`config.mk`:
```
export PLATFORM = sky130hd
export DESIGN_NAME = pcc_clock_config
export DESIGN_NICKNAME = d
export VERILOG_FILES = /design/src/rtl/pcc_pkg.sv /design/src/rtl/pcc_ref_divider.sv /design/src/rtl/pcc_lock_detect.sv /design/src/rtl/pcc_clock_config.sv
export SDC_FILE = /design/constraint.sdc
export NUM_CORES = 1
export LEC_CHECK = 0
export BUFFER_PORTS_ARGS = -buffer_cell sky130_fd_sc_hd__buf_2
export CAP_MARGIN = 20
export CORE_UTILIZATION = 39
export CTS_CLUSTER_SIZE = 12
export DETAILED_ROUTE_END_ITERATION = 10
export PLACE_DENSITY = 0.55
export SLEW_MARGIN = 40
export SYNTH_ARGS = -nofsm -noshare
export SYNTH_HDL_FRONTEND = slang
export SYNTH_HIERARCHICAL = 1
export SYNTH_SLANG_ARGS = --single-unit
```
`constraint.sdc`:
```
create_clock -name ref_clk -period 2.18 [get_ports ref_clk]
set_input_delay 0.218 -clock ref_clk [delete_from_list [all_inputs] [get_ports ref_clk]]
set_output_delay 0.218 -clock ref_clk [all_outputs]
set_load 0.1 [all_outputs]
```
`src/rtl/pcc_pkg.sv`:
```
// Shared constants and carriers for the clock configuration block
package pcc_pkg;
  // ==========================================
  // Register map
  localparam logic [7:0] ADDR_STATUS = 8'h00;
  localparam logic [7:0] ADDR_CTRL2 = 8'h01;
  localparam logic [7:0] ADDR_PLL_CFG = 8'h02;
  localparam logic [7:0] ADDR_CAL = 8'h03;
  localparam logic [7:0] ADDR_RAMP_FLOOR = 8'h04;
  // ==========================================
  // Field positions
  localparam int DIV_RST_BIT = 22;
  localparam int DIV_SEL_LO = 20;
  localparam int DBL_EN_BIT = 19;
  localparam int PLL_EN_BIT = 18;
  localparam int DIV_EN_BIT = 17;
  localparam int DBL_EDGE_BIT = 16;
  localparam int FBN_LO = 8;
  localparam int MAN_ICP_BIT = 6;
  localparam int ICP_LO = 3;
  localparam int LOCK_EN_BIT = 2;
  localparam int LOCK_SEL_LO = 0;
  localparam int LOCK_STAT_BIT = 24;
  localparam int RAMP_EN_BIT = 19;
  localparam int AUX_PD_BIT = 26;
  localparam int CALCLK_PD_BIT = 25;
  localparam int CAL_EN_BIT = 24;
  // ==========================================
  // Reset values and limits
  localparam logic [31:0] PLL_CFG_RESET = 32'h0000_1900;
  localparam logic [31:0] CTRL2_RESET = 32'h0000_0800;
  localparam logic [7:0] FBN_RESET = 8'h19;
  localparam logic [7:0] FBN_MIN = 8'h0A;
  localparam logic [10:0] LOCK_BASE = 11'h080;
  // ==========================================
  // Carriers
  typedef struct packed {
    logic wr;
    logic rd;
    logic [7:0] addr;
    logic [31:0] wdata;
  } pcc_req_t;

  typedef struct packed {
    logic div_active;
    logic [1:0] div_sel;
    logic doubler_on;
    logic pll_on;
    logic [8:0] mult;
    logic pump_manual;
    logic [2:0] pump_current;
    logic lock_det_on;
    logic sync_out_on;
    logic cal_clk_on;
    logic ramp_on;
  } pcc_ctrl_t;
endpackage

```
`src/rtl/pcc_ref_divider.sv`:
```
// Reference input divider producing a divided-rate enable pulse
`timescale 1ns/1ps
`default_nettype none
module pcc_ref_divider
  import pcc_pkg::*;
(
  // Clock and reset
  input wire logic ref_clk,
  input wire logic rst,
  // Control
  input wire logic div_rst,
  input wire logic div_en,
  input wire logic [1:0] div_sel,
  // Divided reference enable
  output logic ref_tick
);
  logic [2:0] cnt_q;
  wire logic [2:0] last_w = 3'((4'h1 << div_sel) - 4'h1);
  wire logic wrap_w = (cnt_q == last_w);

  // Bypass or a reset pulse gives one tick per cycle and restarts the count
  always_ff @(posedge ref_clk) begin
    if (rst || div_rst || !div_en) begin
      cnt_q <= 3'h0;
      ref_tick <= 1'b1;
    end else begin
      cnt_q <= wrap_w ? 3'h0 : cnt_q + 3'h1;
      ref_tick <= wrap_w;
    end
  end
endmodule // pcc_ref_divider
`default_nettype wire

```
`src/rtl/pcc_lock_detect.sv`:
```
// Lock detector counting in-window reference cycles
`timescale 1ns/1ps
`default_nettype none
module pcc_lock_detect
  import pcc_pkg::*;
(
  // Clock and reset
  input wire logic ref_clk,
  input wire logic rst,
  // Control and status
  input wire logic enable,
  input wire logic in_window,
  input wire logic ref_tick,
  input wire logic [1:0] win_sel,
  output logic locked
);
  logic [10:0] cnt_q;
  wire logic [10:0] target_w = LOCK_BASE << win_sel;

  always_ff @(posedge ref_clk) begin
    if (rst || !enable || !in_window) begin
      cnt_q <= 11'h000;
      locked <= 1'b0;
    end else if (ref_tick && !locked) begin
      cnt_q <= cnt_q + 11'h001;
      locked <= (cnt_q == target_w - 11'h001);
    end
  end
endmodule // pcc_lock_detect
`default_nettype wire

```
`src/rtl/pcc_clock_config.sv`:
```
// Reference clock path configuration registers and control outputs
//
// How it works
// - Writing one to bit 22 pulses a reset of the input divider.
// - Bits 21:20 select reference division by 1, 2, 4 or 8.
// - Division applies only with bit 17 set; otherwise divider is bypassed.
// - Doubler runs only when bits 19 and 16 are both one.
// - Bit 18 enables the PLL, which then supplies the system clock.
// - Feedback field N at bits 15:8; total multiplication is 2N.
// - N valid from 10 to 255; resets to 25, multiplying by 50.
// - Bit 6 clear: automatic pump current; set: current from bits 5:3.
// - Bit 2 switches lock detection on or off.
// - Lock shown at 0x00 bit 24 after 128..1024 in-window cycles.
// - Bit 26 of the calibration register powers down sync output.
// - Calibration clock runs only with bits 25 and 26 both zero.
// - Writing one to bit 24 starts converter calibration.
// - Ramp lower limit matters only while ramp generator is enabled.
// - Bit 19 of second control register enables ramp generator.
`timescale 1ns/1ps
`default_nettype none
module pcc_clock_config
  import pcc_pkg::*;
#(
  parameter logic [31:0] CAL_RESET = 32'h0000_0000
) (
  // Clock and reset
  input wire logic ref_clk,
  input wire logic rst,
  // Register port
  input wire pcc_req_t req,
  output logic [31:0] rdata,
  output logic rd_valid,
  // Analog-side pins
  input wire logic phase_in_window_pin,
  input wire logic [2:0] auto_pump_current_pin,
  // Control outputs
  output pcc_ctrl_t ctrl,
  output logic ref_tick,
  output logic locked,
  output logic div_reset,
  output logic cal_start,
  output logic [31:0] ramp_floor
);
  // ==========================================
  // Pin synchronisers
  logic win_s1_q, win_s2_q;
  logic [2:0] icp_s1_q, icp_s2_q;

  always_ff @(posedge ref_clk) begin
    if (rst) begin
      win_s1_q <= 1'b0;
      win_s2_q <= 1'b0;
      icp_s1_q <= 3'h0;
      icp_s2_q <= 3'h0;
    end else begin
      win_s1_q <= phase_in_window_pin;
      win_s2_q <= win_s1_q;
      icp_s1_q <= auto_pump_current_pin;
      icp_s2_q <= icp_s1_q;
    end
  end

  // ==========================================
  // Register decode
  logic [31:0] ctrl2_q, cfg_q, cal_q, floor_q;
  wire logic wr_ctrl2 = req.wr && (req.addr == ADDR_CTRL2);
  wire logic wr_cfg = req.wr && (req.addr == ADDR_PLL_CFG);
  wire logic wr_cal = req.wr && (req.addr == ADDR_CAL);
  wire logic wr_floor = req.wr && (req.addr == ADDR_RAMP_FLOOR);
  wire logic [31:0] status_w = 32'(locked) << LOCK_STAT_BIT;
  // Calibration start reads back as zero: it is a one-shot command
  wire logic [31:0] cal_rd_w = cal_q & ~(32'h1 << CAL_EN_BIT);
  wire logic [31:0] rd_mux_w =
    (req.addr == ADDR_STATUS) ? status_w :
    (req.addr == ADDR_CTRL2) ? ctrl2_q :
    (req.addr == ADDR_PLL_CFG) ? cfg_q :
    (req.addr == ADDR_CAL) ? cal_rd_w :
    (req.addr == ADDR_RAMP_FLOOR) ? floor_q : 32'h0000_0000;

  always_ff @(posedge ref_clk) begin
    if (rst) begin
      ctrl2_q <= CTRL2_RESET;
      cfg_q <= PLL_CFG_RESET;
      cal_q <= CAL_RESET;
      floor_q <= 32'h0000_0000;
    end else begin
      if (wr_ctrl2) ctrl2_q <= req.wdata;
      if (wr_cfg) cfg_q <= req.wdata;
      if (wr_cal) cal_q <= req.wdata;
      if (wr_floor) floor_q <= req.wdata;
    end
  end

  always_ff @(posedge ref_clk) begin
    if (rst) begin
      rdata <= 32'h0000_0000;
      rd_valid <= 1'b0;
    end else begin
      rdata <= req.rd ? rd_mux_w : rdata;
      rd_valid <= req.rd;
    end
  end

  // ==========================================
  // Command pulses
  wire logic div_rst_cmd = wr_cfg && req.wdata[DIV_RST_BIT];
  wire logic cal_cmd = wr_cal && req.wdata[CAL_EN_BIT];

  always_ff @(posedge ref_clk) begin
    if (rst) begin
      div_reset <= 1'b0;
      cal_start <= 1'b0;
    end else begin
      div_reset <= div_rst_cmd;
      cal_start <= cal_cmd;
    end
  end

  // ==========================================
  // Decoded control
  wire logic [7:0] fbn_w = cfg_q[FBN_LO +: 8];
  wire logic ramp_en_w = ctrl2_q[RAMP_EN_BIT];
  pcc_ctrl_t ctrl_d;

  always_comb begin
    ctrl_d.div_active = cfg_q[DIV_EN_BIT];
    ctrl_d.div_sel = cfg_q[DIV_SEL_LO +: 2];
    ctrl_d.doubler_on = cfg_q[DBL_EN_BIT] && cfg_q[DBL_EDGE_BIT];
    ctrl_d.pll_on = cfg_q[PLL_EN_BIT];
    ctrl_d.mult = {fbn_w, 1'b0};
    ctrl_d.pump_manual = cfg_q[MAN_ICP_BIT];
    ctrl_d.pump_current = cfg_q[MAN_ICP_BIT] ? cfg_q[ICP_LO +: 3] : icp_s2_q;
    ctrl_d.lock_det_on = cfg_q[LOCK_EN_BIT];
    ctrl_d.sync_out_on = !cal_q[AUX_PD_BIT];
    ctrl_d.cal_clk_on = !cal_q[CALCLK_PD_BIT] && !cal_q[AUX_PD_BIT];
    ctrl_d.ramp_on = ramp_en_w;
  end

  always_ff @(posedge ref_clk) begin
    if (rst) begin
      ctrl <= '0;
      ramp_floor <= 32'h0000_0000;
    end else begin
      ctrl <= ctrl_d;
      ramp_floor <= ramp_en_w ? floor_q : 32'h0000_0000;
    end
  end

  // ==========================================
  // Divider and lock detector
  pcc_ref_divider u_div (
    .ref_clk(ref_clk),
    .rst(rst),
    .div_rst(div_reset),
    .div_en(cfg_q[DIV_EN_BIT]),
    .div_sel(cfg_q[DIV_SEL_LO +: 2]),
    .ref_tick(ref_tick)
  );

  pcc_lock_detect u_lock (
    .ref_clk(ref_clk),
    .rst(rst),
    .enable(cfg_q[LOCK_EN_BIT]),
    .in_window(win_s2_q),
    .ref_tick(ref_tick),
    .win_sel(cfg_q[LOCK_SEL_LO +: 2]),
    .locked(locked)
  );

  // ==========================================
  // Independent count of in-window ticks for the lock window check
  localparam logic [10:0] SEEN_MAX = 11'h7FF;
  wire logic [10:0] win_len_w = LOCK_BASE << cfg_q[LOCK_SEL_LO +: 2];
  logic [10:0] seen_q;

  always_ff @(posedge ref_clk) begin
    if (rst || !cfg_q[LOCK_EN_BIT] || !win_s2_q) begin
      seen_q <= 11'h000;
    end else if (ref_tick && seen_q != SEEN_MAX) begin
      seen_q <= seen_q + 11'h001;
    end
  end

  // Calibration start is a command, so no reset value may hold it
  if (CAL_RESET[CAL_EN_BIT]) begin : g_bad_cal_reset
    $error("calibration reset value must leave the start bit clear");
  end

  // ==========================================
  // Checks
  AST_DIV_RST: assert property (@(posedge ref_clk) disable iff (rst)
    div_rst_cmd |=> div_reset ##1 ref_tick)
    else $error("divider reset not applied");
  AST_DIV_BY8: assert property (@(posedge ref_clk) disable iff (rst)
    (ref_tick && cfg_q[DIV_EN_BIT] && cfg_q[DIV_SEL_LO +: 2] == 2'h3 && !req.wr
      && !div_reset && $past(cfg_q[DIV_EN_BIT]) && !$past(div_reset))
    |=> !ref_tick)
    else $error("divide by eight ticked too soon");
  AST_BYPASS: assert property (@(posedge ref_clk) disable iff (rst)
    !cfg_q[DIV_EN_BIT] |=> ref_tick)
    else $error("bypassed divider did not tick");
  AST_DOUBLER: assert property (@(posedge ref_clk) disable iff (rst)
    !(cfg_q[DBL_EN_BIT] && cfg_q[DBL_EDGE_BIT]) |=> !ctrl.doubler_on)
    else $error("doubler on without both bits");
  AST_PLL: assert property (@(posedge ref_clk) disable iff (rst)
    wr_cfg |=> ##1 (ctrl.pll_on == $past(req.wdata[PLL_EN_BIT], 2)))
    else $error("pll enable not followed");
  AST_MULT: assert property (@(posedge ref_clk) disable iff (rst)
    wr_cfg |=> ##1 (ctrl.mult == {$past(req.wdata[FBN_LO +: 8], 2), 1'b0}))
    else $error("multiplication not twice n");
  AST_N_RESET: assert property (@(posedge ref_clk)
    rst |=> fbn_w == FBN_RESET)
    else $error("feedback divider reset value wrong");
  AST_PUMP: assert property (@(posedge ref_clk) disable iff (rst)
    cfg_q[MAN_ICP_BIT] |=> ctrl.pump_current == $past(cfg_q[ICP_LO +: 3]))
    else $error("manual pump current not applied");
  AST_LOCK_OFF: assert property (@(posedge ref_clk) disable iff (rst)
    (!cfg_q[LOCK_EN_BIT] || !win_s2_q) |=> !locked)
    else $error("locked while disabled or out of window");
  AST_SYNC: assert property (@(posedge ref_clk) disable iff (rst)
    cal_q[AUX_PD_BIT] |=> !ctrl.sync_out_on && !ctrl.cal_clk_on)
    else $error("sync output not powered down");
  AST_CAL: assert property (@(posedge ref_clk) disable iff (rst)
    cal_cmd |=> cal_start)
    else $error("calibration start missing");
  AST_RAMP: assert property (@(posedge ref_clk) disable iff (rst)
    !ramp_en_w |=> ramp_floor == 32'h0000_0000)
    else $error("ramp floor visible while ramp off");
  AST_CAL_ONCE: assert property (@(posedge ref_clk) disable iff (rst)
    !cal_cmd |=> !cal_start)
    else $error("calibration start without command");
  AST_DIV_RST_ONCE: assert property (@(posedge ref_clk) disable iff (rst)
    !div_rst_cmd |=> !div_reset)
    else $error("divider reset without command");
  AST_DIV_SEL: assert property (@(posedge ref_clk) disable iff (rst)
    1'b1 |=> ctrl.div_sel == $past(cfg_q[DIV_SEL_LO +: 2]))
    else $error("divider select not followed");
  AST_DIV_ACT: assert property (@(posedge ref_clk) disable iff (rst)
    1'b1 |=> ctrl.div_active == $past(cfg_q[DIV_EN_BIT]))
    else $error("divider enable not followed");
  AST_DBL_ON: assert property (@(posedge ref_clk) disable iff (rst)
    (cfg_q[DBL_EN_BIT] && cfg_q[DBL_EDGE_BIT]) |=> ctrl.doubler_on)
    else $error("doubler off with both bits set");
  AST_PLL_NOW: assert property (@(posedge ref_clk) disable iff (rst)
    1'b1 |=> ctrl.pll_on == $past(cfg_q[PLL_EN_BIT]))
    else $error("pll enable out of step");
  AST_MULT_NOW: assert property (@(posedge ref_clk) disable iff (rst)
    1'b1 |=> ctrl.mult == {$past(fbn_w), 1'b0})
    else $error("multiplication out of step");
  AST_PUMP_AUTO: assert property (@(posedge ref_clk) disable iff (rst)
    !cfg_q[MAN_ICP_BIT] |=> ctrl.pump_current == $past(icp_s2_q))
    else $error("automatic pump current not applied");
  AST_PUMP_FLAG: assert property (@(posedge ref_clk) disable iff (rst)
    1'b1 |=> ctrl.pump_manual == $past(cfg_q[MAN_ICP_BIT]))
    else $error("manual pump flag not followed");
  AST_LOCK_EN: assert property (@(posedge ref_clk) disable iff (rst)
    1'b1 |=> ctrl.lock_det_on == $past(cfg_q[LOCK_EN_BIT]))
    else $error("lock detect enable not followed");
  AST_SYNC_ON: assert property (@(posedge ref_clk) disable iff (rst)
    !cal_q[AUX_PD_BIT] |=> ctrl.sync_out_on)
    else $error("sync output off while powered");
  AST_CALCLK_ON: assert property (@(posedge ref_clk) disable iff (rst)
    (!cal_q[CALCLK_PD_BIT] && !cal_q[AUX_PD_BIT]) |=> ctrl.cal_clk_on)
    else $error("calibration clock off while powered");
  AST_CALCLK_PD: assert property (@(posedge ref_clk) disable iff (rst)
    cal_q[CALCLK_PD_BIT] |=> !ctrl.cal_clk_on)
    else $error("calibration clock runs while powered down");
  AST_RAMP_ON: assert property (@(posedge ref_clk) disable iff (rst)
    1'b1 |=> ctrl.ramp_on == $past(ramp_en_w))
    else $error("ramp enable not followed");
  AST_RAMP_PASS: assert property (@(posedge ref_clk) disable iff (rst)
    ramp_en_w |=> ramp_floor == $past(floor_q))
    else $error("ramp floor not passed while ramp on");
  AST_RD_FLOOR: assert property (@(posedge ref_clk) disable iff (rst)
    (req.rd && req.addr == ADDR_RAMP_FLOOR) |=> rdata == $past(floor_q))
    else $error("ramp floor read back wrong");
  AST_CAL_RD: assert property (@(posedge ref_clk) disable iff (rst)
    (req.rd && req.addr == ADDR_CAL) |=> !rdata[CAL_EN_BIT])
    else $error("calibration start read back as one");
  AST_LOCK_READ: assert property (@(posedge ref_clk) disable iff (rst)
    (req.rd && req.addr == ADDR_STATUS) |=> rdata[LOCK_STAT_BIT] == $past(locked))
    else $error("lock status read back wrong");
  AST_LOCK_STATUS_ONLY: assert property (@(posedge ref_clk) disable iff (rst)
    (req.rd && req.addr == ADDR_STATUS) |=> (rdata & ~(32'h1 << LOCK_STAT_BIT)) == 32'h0)
    else $error("status read shows bits beside lock");
  AST_LOCK_HOLD: assert property (@(posedge ref_clk) disable iff (rst)
    (locked && cfg_q[LOCK_EN_BIT] && win_s2_q) |=> locked)
    else $error("lock dropped while in window");
  AST_LOCK_RISE: assert property (@(posedge ref_clk) disable iff (rst)
    $rose(locked) |-> $past(ref_tick))
    else $error("lock rose without a reference tick");
  AST_LOCK_WINDOW: assert property (@(posedge ref_clk) disable iff (rst)
    $rose(locked) |-> seen_q >= $past(win_len_w))
    else $error("lock rose before the window count");
  AST_CFG_KEEP: assert property (@(posedge ref_clk) disable iff (rst)
    !wr_cfg |=> $stable(cfg_q))
    else $error("configuration changed without a write");
  AST_CTRL2_KEEP: assert property (@(posedge ref_clk) disable iff (rst)
    !wr_ctrl2 |=> $stable(ctrl2_q))
    else $error("second control register changed without a write");
endmodule // pcc_clock_config
`default_nettype wire

```
Word level (Yosys, flattened, before mapping)
Index checks and enable logic that the tools add are counted.
- flip-flop bits (word level): 241
- bits of input ports: 48
- bitwise gates (word level): 1
- shift-type cells: 2
- equal/unequal tests: 6
- multiplexer cells: 6
- reduce and logical (&&, ||, !) cells: 22
- $add $sub $neg: 4
- operators with widths (operator ; number):
    $mux W32 ; 5
    $eq A8 B2 Y1 const B ; 2
    $add A11 B1 Y11 const B ; 1
    $eq A11 B11 Y1 ; 1
    $shl A8 B2 Y11 const A ; 1
    $sub A11 B1 Y11 const B ; 1
    $logic_and A1 B1 Y1 ; 9
    $eq A8 B1 Y1 const B ; 1
    $eq A8 B3 Y1 const B ; 1
    $logic_not A8 Y1 ; 1
    $logic_not A1 Y1 ; 6
    $logic_or A1 B1 Y1 ; 4
    $reduce_or A2 Y1 ; 2
    $add A3 B1 Y3 const B ; 1
    $eq A3 B3 Y1 ; 1
    $mux W3 ; 1
    $shl A1 B2 Y3 const A ; 1
    $sub A3 B1 Y3 const B ; 1
    $not A1 Y1 ; 1

Longest topological paths before layout
- depth after elaboration: 6
- depth in mapped cells: 7
- gate-level depth less buffers: 5

Cells and area by module
The synthesis kept the hierarchy.
- modules (own cells, without submodules) (module ; area an instance (µm²) ; cells an instance ; instances):
    pcc_clock_config ; 9466.6 ; 916 ; 1
    pcc_lock_detect ; 579.3 ; 66 ; 1
    pcc_ref_divider ; 196.4 ; 19 ; 1

Least setup slack after synthesis
Ideal clock, no wire load.
- path type: input-to-reg
- start: in req[34] in the netlist's numbering
- end: reg cal_q[20]
- path buffers: 4
- arrival: 1678 ps
- stages: 7
- setup slack: 381 ps
- cell sequence: buf_6 > or4b_4 > or3_1 > clkbuf_1 > buf_6 > buf_6 > mux2i_1
- longest elaborated chain between the ends: 2
- RTL lines (what ; RTL line ; text):
    from (decl) ; pcc_clock_config.sv:30 ; input wire pcc_req_t req,
    $eq A8 B2 Y1 ; pcc_clock_config.sv:68 ; wire logic wr_cal = req.wr && (req.addr == ADDR_CAL);
    $logic_and A1 B1 Y1 ; pcc_clock_config.sv:68 ;
    to (signal assigned) ; pcc_clock_config.sv:89 ; if (wr_cal) cal_q <= req.wdata;
    to (decl) ; pcc_clock_config.sv:65 ; logic [31:0] ctrl2_q, cfg_q, cal_q, floor_q;
Every way passes these cells.
A chain may end at the register's enable or synchronous reset.

Final worst setup path
- start: reg u_lock.locked
- end: out locked
- RTL lines (what ; RTL line ; text):
    from (decl) ; pcc_lock_detect.sv:15 ; output logic locked
    from (signal assigned) ; pcc_lock_detect.sv:26 ; locked <= (cnt_q == target_w - 11'h001);
    to (decl) ; pcc_clock_config.sv:39 ; output logic locked,
No word-level cell between the ends.

==> impl_metrics.xml <==
<?xml version="1.0" encoding="UTF-8"?>
<metrics>
  <group name="timing">
    <metric name="rsz_0062_raised_after_global_routing" unit="">false</metric>
    <metric name="final.min_clock_period" unit="ns">1.688</metric>
    <metric name="max_slew.worst_pin.slew" unit="ns">0.6650</metric>
    <metric name="worst_slew_margin_rel" unit="%">55.53</metric>
    <metric name="clock.fmax" unit="MHz">592.3</metric>
    <metric name="finalCritPeriodShare" unit="%">77.45</metric>
    <metric name="timing.final.setup_violations" unit="">0</metric>
    <metric name="finalWorstSetupSlack" unit="ns">0.4917</metric>
    <metric name="final.setup_skew" unit="ns">0.01282</metric>
    <metric name="final-max-slew-violation-count" unit="">0</metric>
    <metric name="hold_violations" unit="">0</metric>
    <metric name="fin_setup_tns" unit="ns">0</metric>
    <metric name="hold-worst-slack" unit="ns">0.007661</metric>
  </group>
  <group name="clock_tree">
    <metric name="cts_tree" unit="">built</metric>
    <metric name="clk_root_buffer_cell" unit="">sky130_fd_sc_hd__clkbuf_16</metric>
    <metric name="clock_insertion_delay_worst_skew" unit="ns">0.53</metric>
    <metric name="clk_pin_slew_worst_paths" unit="ns">0.06</metric>
    <metric name="cts-htree-levels" unit="">1</metric>
    <metric name="cts-hold-fix-buffers" unit="">8</metric>
    <metric name="cts.repair_timing.setup_buffer_count" unit="">0</metric>
    <metric name="clk_path_buf_depth" unit="">3</metric>
    <metric name="tritoncts.num_buffers" unit="">27</metric>
    <metric name="clkSinkCount" unit="">239</metric>
    <metric name="number_of_instances_resized_during_post_cts_repair" unit="">0</metric>
  </group>
  <group name="routing">
    <metric name="detailroute.via_count" unit="">7574</metric>
    <metric name="drc_errors" unit="">0</metric>
    <metric name="routed_via_density" unit="">5.163</metric>
    <metric name="routed_wirelength" unit="um">26680</metric>
    <metric name="routedWlPerCell" unit="um">18.19</metric>
    <metric name="dr.first_iter.drc_count" unit="">390</metric>
    <metric name="dr.pass1.iters" unit="">4</metric>
    <metric name="drtAntennaViolNets" unit="">0</metric>
  </group>
  <group name="place">
    <metric name="place_congestion" unit="">0.7052</metric>
    <metric name="setup_slack_after_placement" unit="ns">0.1607</metric>
    <metric name="numPortBuffers" unit="">137</metric>
    <metric name="place.detailed.instances" unit="">1411</metric>
    <metric name="post-dp-hpwl" unit="um">16480</metric>
  </group>
  <group name="floorplan">
    <metric name="placeable_core_area" unit="um^2">25470</metric>
    <metric name="horizontal_die_dimension" unit="um">164.1</metric>
    <metric name="floorplan.die.height" unit="um">164.1</metric>
    <metric name="die_ar" unit="um^2">26910</metric>
    <metric name="initial_core_util" unit="%">40.21</metric>
    <metric name="std_cell_rows" unit="">58</metric>
    <metric name="boundaryPins" unit="">139</metric>
  </group>
  <group name="global_routing">
    <metric name="first_pass_grt_wire_length" unit="um">42480</metric>
    <metric name="initial_antenna_violation_count" unit="">0</metric>
    <metric name="grtUsageTotal" unit="%">20.18</metric>
    <metric name="grt_max_degree" unit="">70</metric>
    <metric name="grt_overflow" unit="">0</metric>
    <metric name="grt_pass1_vias" unit="">7403</metric>
  </group>
  <group name="critical_path">
    <metric name="slowest_delay" unit="ns">0.50</metric>
    <metric name="setup.worst_path.class" unit="">reg -&gt; out</metric>
    <metric name="worstSetupStartpointType" unit="">flop</metric>
    <metric name="crit_required" unit="ns">1.96</metric>
    <metric name="crit_path_max_fanout" unit="">5</metric>
    <metric name="cp_data_arrival_time" unit="ns">1.47</metric>
    <metric name="crit_chain" unit="">buf_2</metric>
    <metric name="regToRegSetupSlack" unit="ns">0.84</metric>
    <metric name="critical_path_buf_inv_count" unit="">1</metric>
    <metric name="cp-end-kind" unit="">primary output</metric>
    <metric name="kind_of_cell_with_the_highest_combined_delay_on_the_critical_path" unit="">buffers and inverters</metric>
    <metric name="critical-path-slowest-cell" unit="">sky130_fd_sc_hd__buf_2</metric>
  </group>
  <group name="hold_path">
    <metric name="hold_class" unit="">in -&gt; reg</metric>
  </group>
  <group name="run">
    <metric name="count_of_max_cap_constraint_violations" unit="">0</metric>
  </group>
  <group name="finish">
    <metric name="instances_no_fill" unit="">1467</metric>
    <metric name="final_layout_size_suffix_gt1_share" unit="%">22.43</metric>
    <metric name="total_inserted_antenna_cells" unit="">0</metric>
    <metric name="final_nets" unit="">1168</metric>
    <metric name="layout-area-overhead-vs-synth" unit="%">20.09</metric>
  </group>
  <group name="logic_synthesis">
    <metric name="yosys.cell_count.top_type" unit="">sky130_fd_sc_hd__dfxtp_1</metric>
    <metric name="synth-seq-area-share" unit="%">46.71</metric>
    <metric name="ys_async_sr_fraction" unit="%">0</metric>
    <metric name="mappedNetlistArea" unit="um^2">10240</metric>
    <metric name="synth_area_leader_cell" unit="">sky130_fd_sc_hd__dfxtp_1</metric>
    <metric name="synth_commonest_cells" unit="">sky130_fd_sc_hd__dfxtp_1, sky130_fd_sc_hd__nand2b_1, sky130_fd_sc_hd__mux2i_1, sky130_fd_sc_hd__clkbuf_1, sky130_fd_sc_hd__nor4bb_1</metric>
    <metric name="synth_top_cells_by_area" unit="">sky130_fd_sc_hd__dfxtp_1, sky130_fd_sc_hd__mux2i_1, sky130_fd_sc_hd__nand2b_1, sky130_fd_sc_hd__nor4bb_1, sky130_fd_sc_hd__clkbuf_1</metric>
    <metric name="synth_cell_types" unit="">44</metric>
    <metric name="ys.flop_type" unit="">sky130_fd_sc_hd__dfxtp_1</metric>
    <metric name="synthesis.nets" unit="">1051</metric>
    <metric name="synth_enable_flop_cells" unit="">0</metric>
    <metric name="synthesis.yosys.warnings" unit="">6</metric>
    <metric name="yosys.area.top_type_share" unit="%">46.71</metric>
    <metric name="synthesized_instance_count" unit="">1001</metric>
    <metric name="syn-mean-instance-area" unit="um^2">10.23</metric>
    <metric name="number_of_synthesized_register_bits" unit="">239</metric>
  </group>
  <group name="pwr">
    <metric name="powerDensity" unit="nW/um^2">762.2</metric>
    <metric name="fin_total_pwr" unit="mW">9.375</metric>
    <metric name="power.leakage" unit="nW">5.498</metric>
    <metric name="worst_ir_drop_vdd" unit="uV">594.7</metric>
  </group>
  <group name="status">
    <metric name="status" unit="">completed</metric>
  </group>
</metrics>
-- registers in the layout (all words and copies together) (netlist names) --
register / count
ctrl: 21
div_reset: 1
u_div/cnt_q: 3
u_lock/cnt_q: 11
cfg_q: 32
ctrl2_q: 32
icp_s2_q: 3
floor_q: 32
rd_valid: 1
win_s2_q: 1
ramp_floor: 32
win_s1_q: 1
u_div/ref_tick: 1
u_lock/locked: 1
icp_s1_q: 3
cal_start: 1
rdata: 32
cal_q: 31
-- final timing paths --
check	startpoint	endpoint	cells past startpoint
setup / recovery	u_lock/locked$_SDFFE_PP0P_	locked	1
setup reg to reg	ctrl2_q[19]$_SDFFE_PP0P_	ramp_floor[8]$_SDFF_PP0_	4
hold / removal	req[8]	cfg_q[8]$_SDFFE_PP1P_	3
hold reg to reg	icp_s1_q[1]$_SDFF_PP0_	icp_s2_q[1]$_SDFF_PP0_	1
-- cell type report --
type,instances,area [um^2]
clock buffers,43,775.7
clock inverters,5,75.07
repair buffers,180,1152
well taps,330,412.9
multi-input cells,652,5032
inverters,18,67.56
flip-flops and latches,239,4785
fillers,2431,13170
-- logic make-up after synthesis --
kind of cell / after synthesis / synth area share (%)
AND/OR/NAND/NOR: 435 / 29.92
flip-flops: 239 / 46.71
multiplexers: 131 / 12.80
AO/OA/AOI/OAI: 72 / 4.935
XOR/XNOR: 11 / 0.9406
other: 1 / 0.03661
buffers and inverters: 110 / 4.410
adder cells (fa/ha/maj): 2 / 0.2443
-- metrics by stage --
step | util (%) | instance area, um^2
6_report | 48.29 | 12300
5_1_grt | 48.29 | 12300
2_1_floorplan | - | 10240
3_3_place_gp | 44.52 | 11340
3_5_place_dp | 44.64 | 11370
4_1_cts | 48.29 | 12300
-- cells in the final DEF, fill, tap and decap left out, drive strengths merged, types with 7 or more instances in the layout --
| master | instances |
|---|---|
| dfxtp | 239 |
| buf | 172 |
| nand2b | 155 |
| mux2i | 131 |
| nor4bb | 62 |
| clkbuf | 43 |
| a21oi | 35 |
| nor4 | 33 |
| or3b | 32 |
| o41ai | 32 |
| and2 | 32 |
| and3b | 31 |
| nor2 | 28 |
| inv | 18 |
| nor2b | 14 |
| dlygate4sd3 | 8 |
| nor3 | 8 |
| nand2 | 8 |
| xnor2 | 7 |
-- per-layer routing --
metal | vias up | part of all wire [%] | global-route usage, %
li1 | 3759 | - | -
met1 | 3646 | 49 | 28.27
met2 | 135 | 46 | 32.55
met3 | 34 | 3.6 | 2.753
met4 | 0 | 2.0 | 5.051
met5 | - | 0 | 0
-- where the power goes --
part           leakage [nW]  switching [mW]  internal (mW)
combinational          3.15           0.351          0.192
clock                 0.416            1.79           2.65
sequential             1.93         0.00657           4.39
No activity file was read; power rests on OpenSTA's default activity.
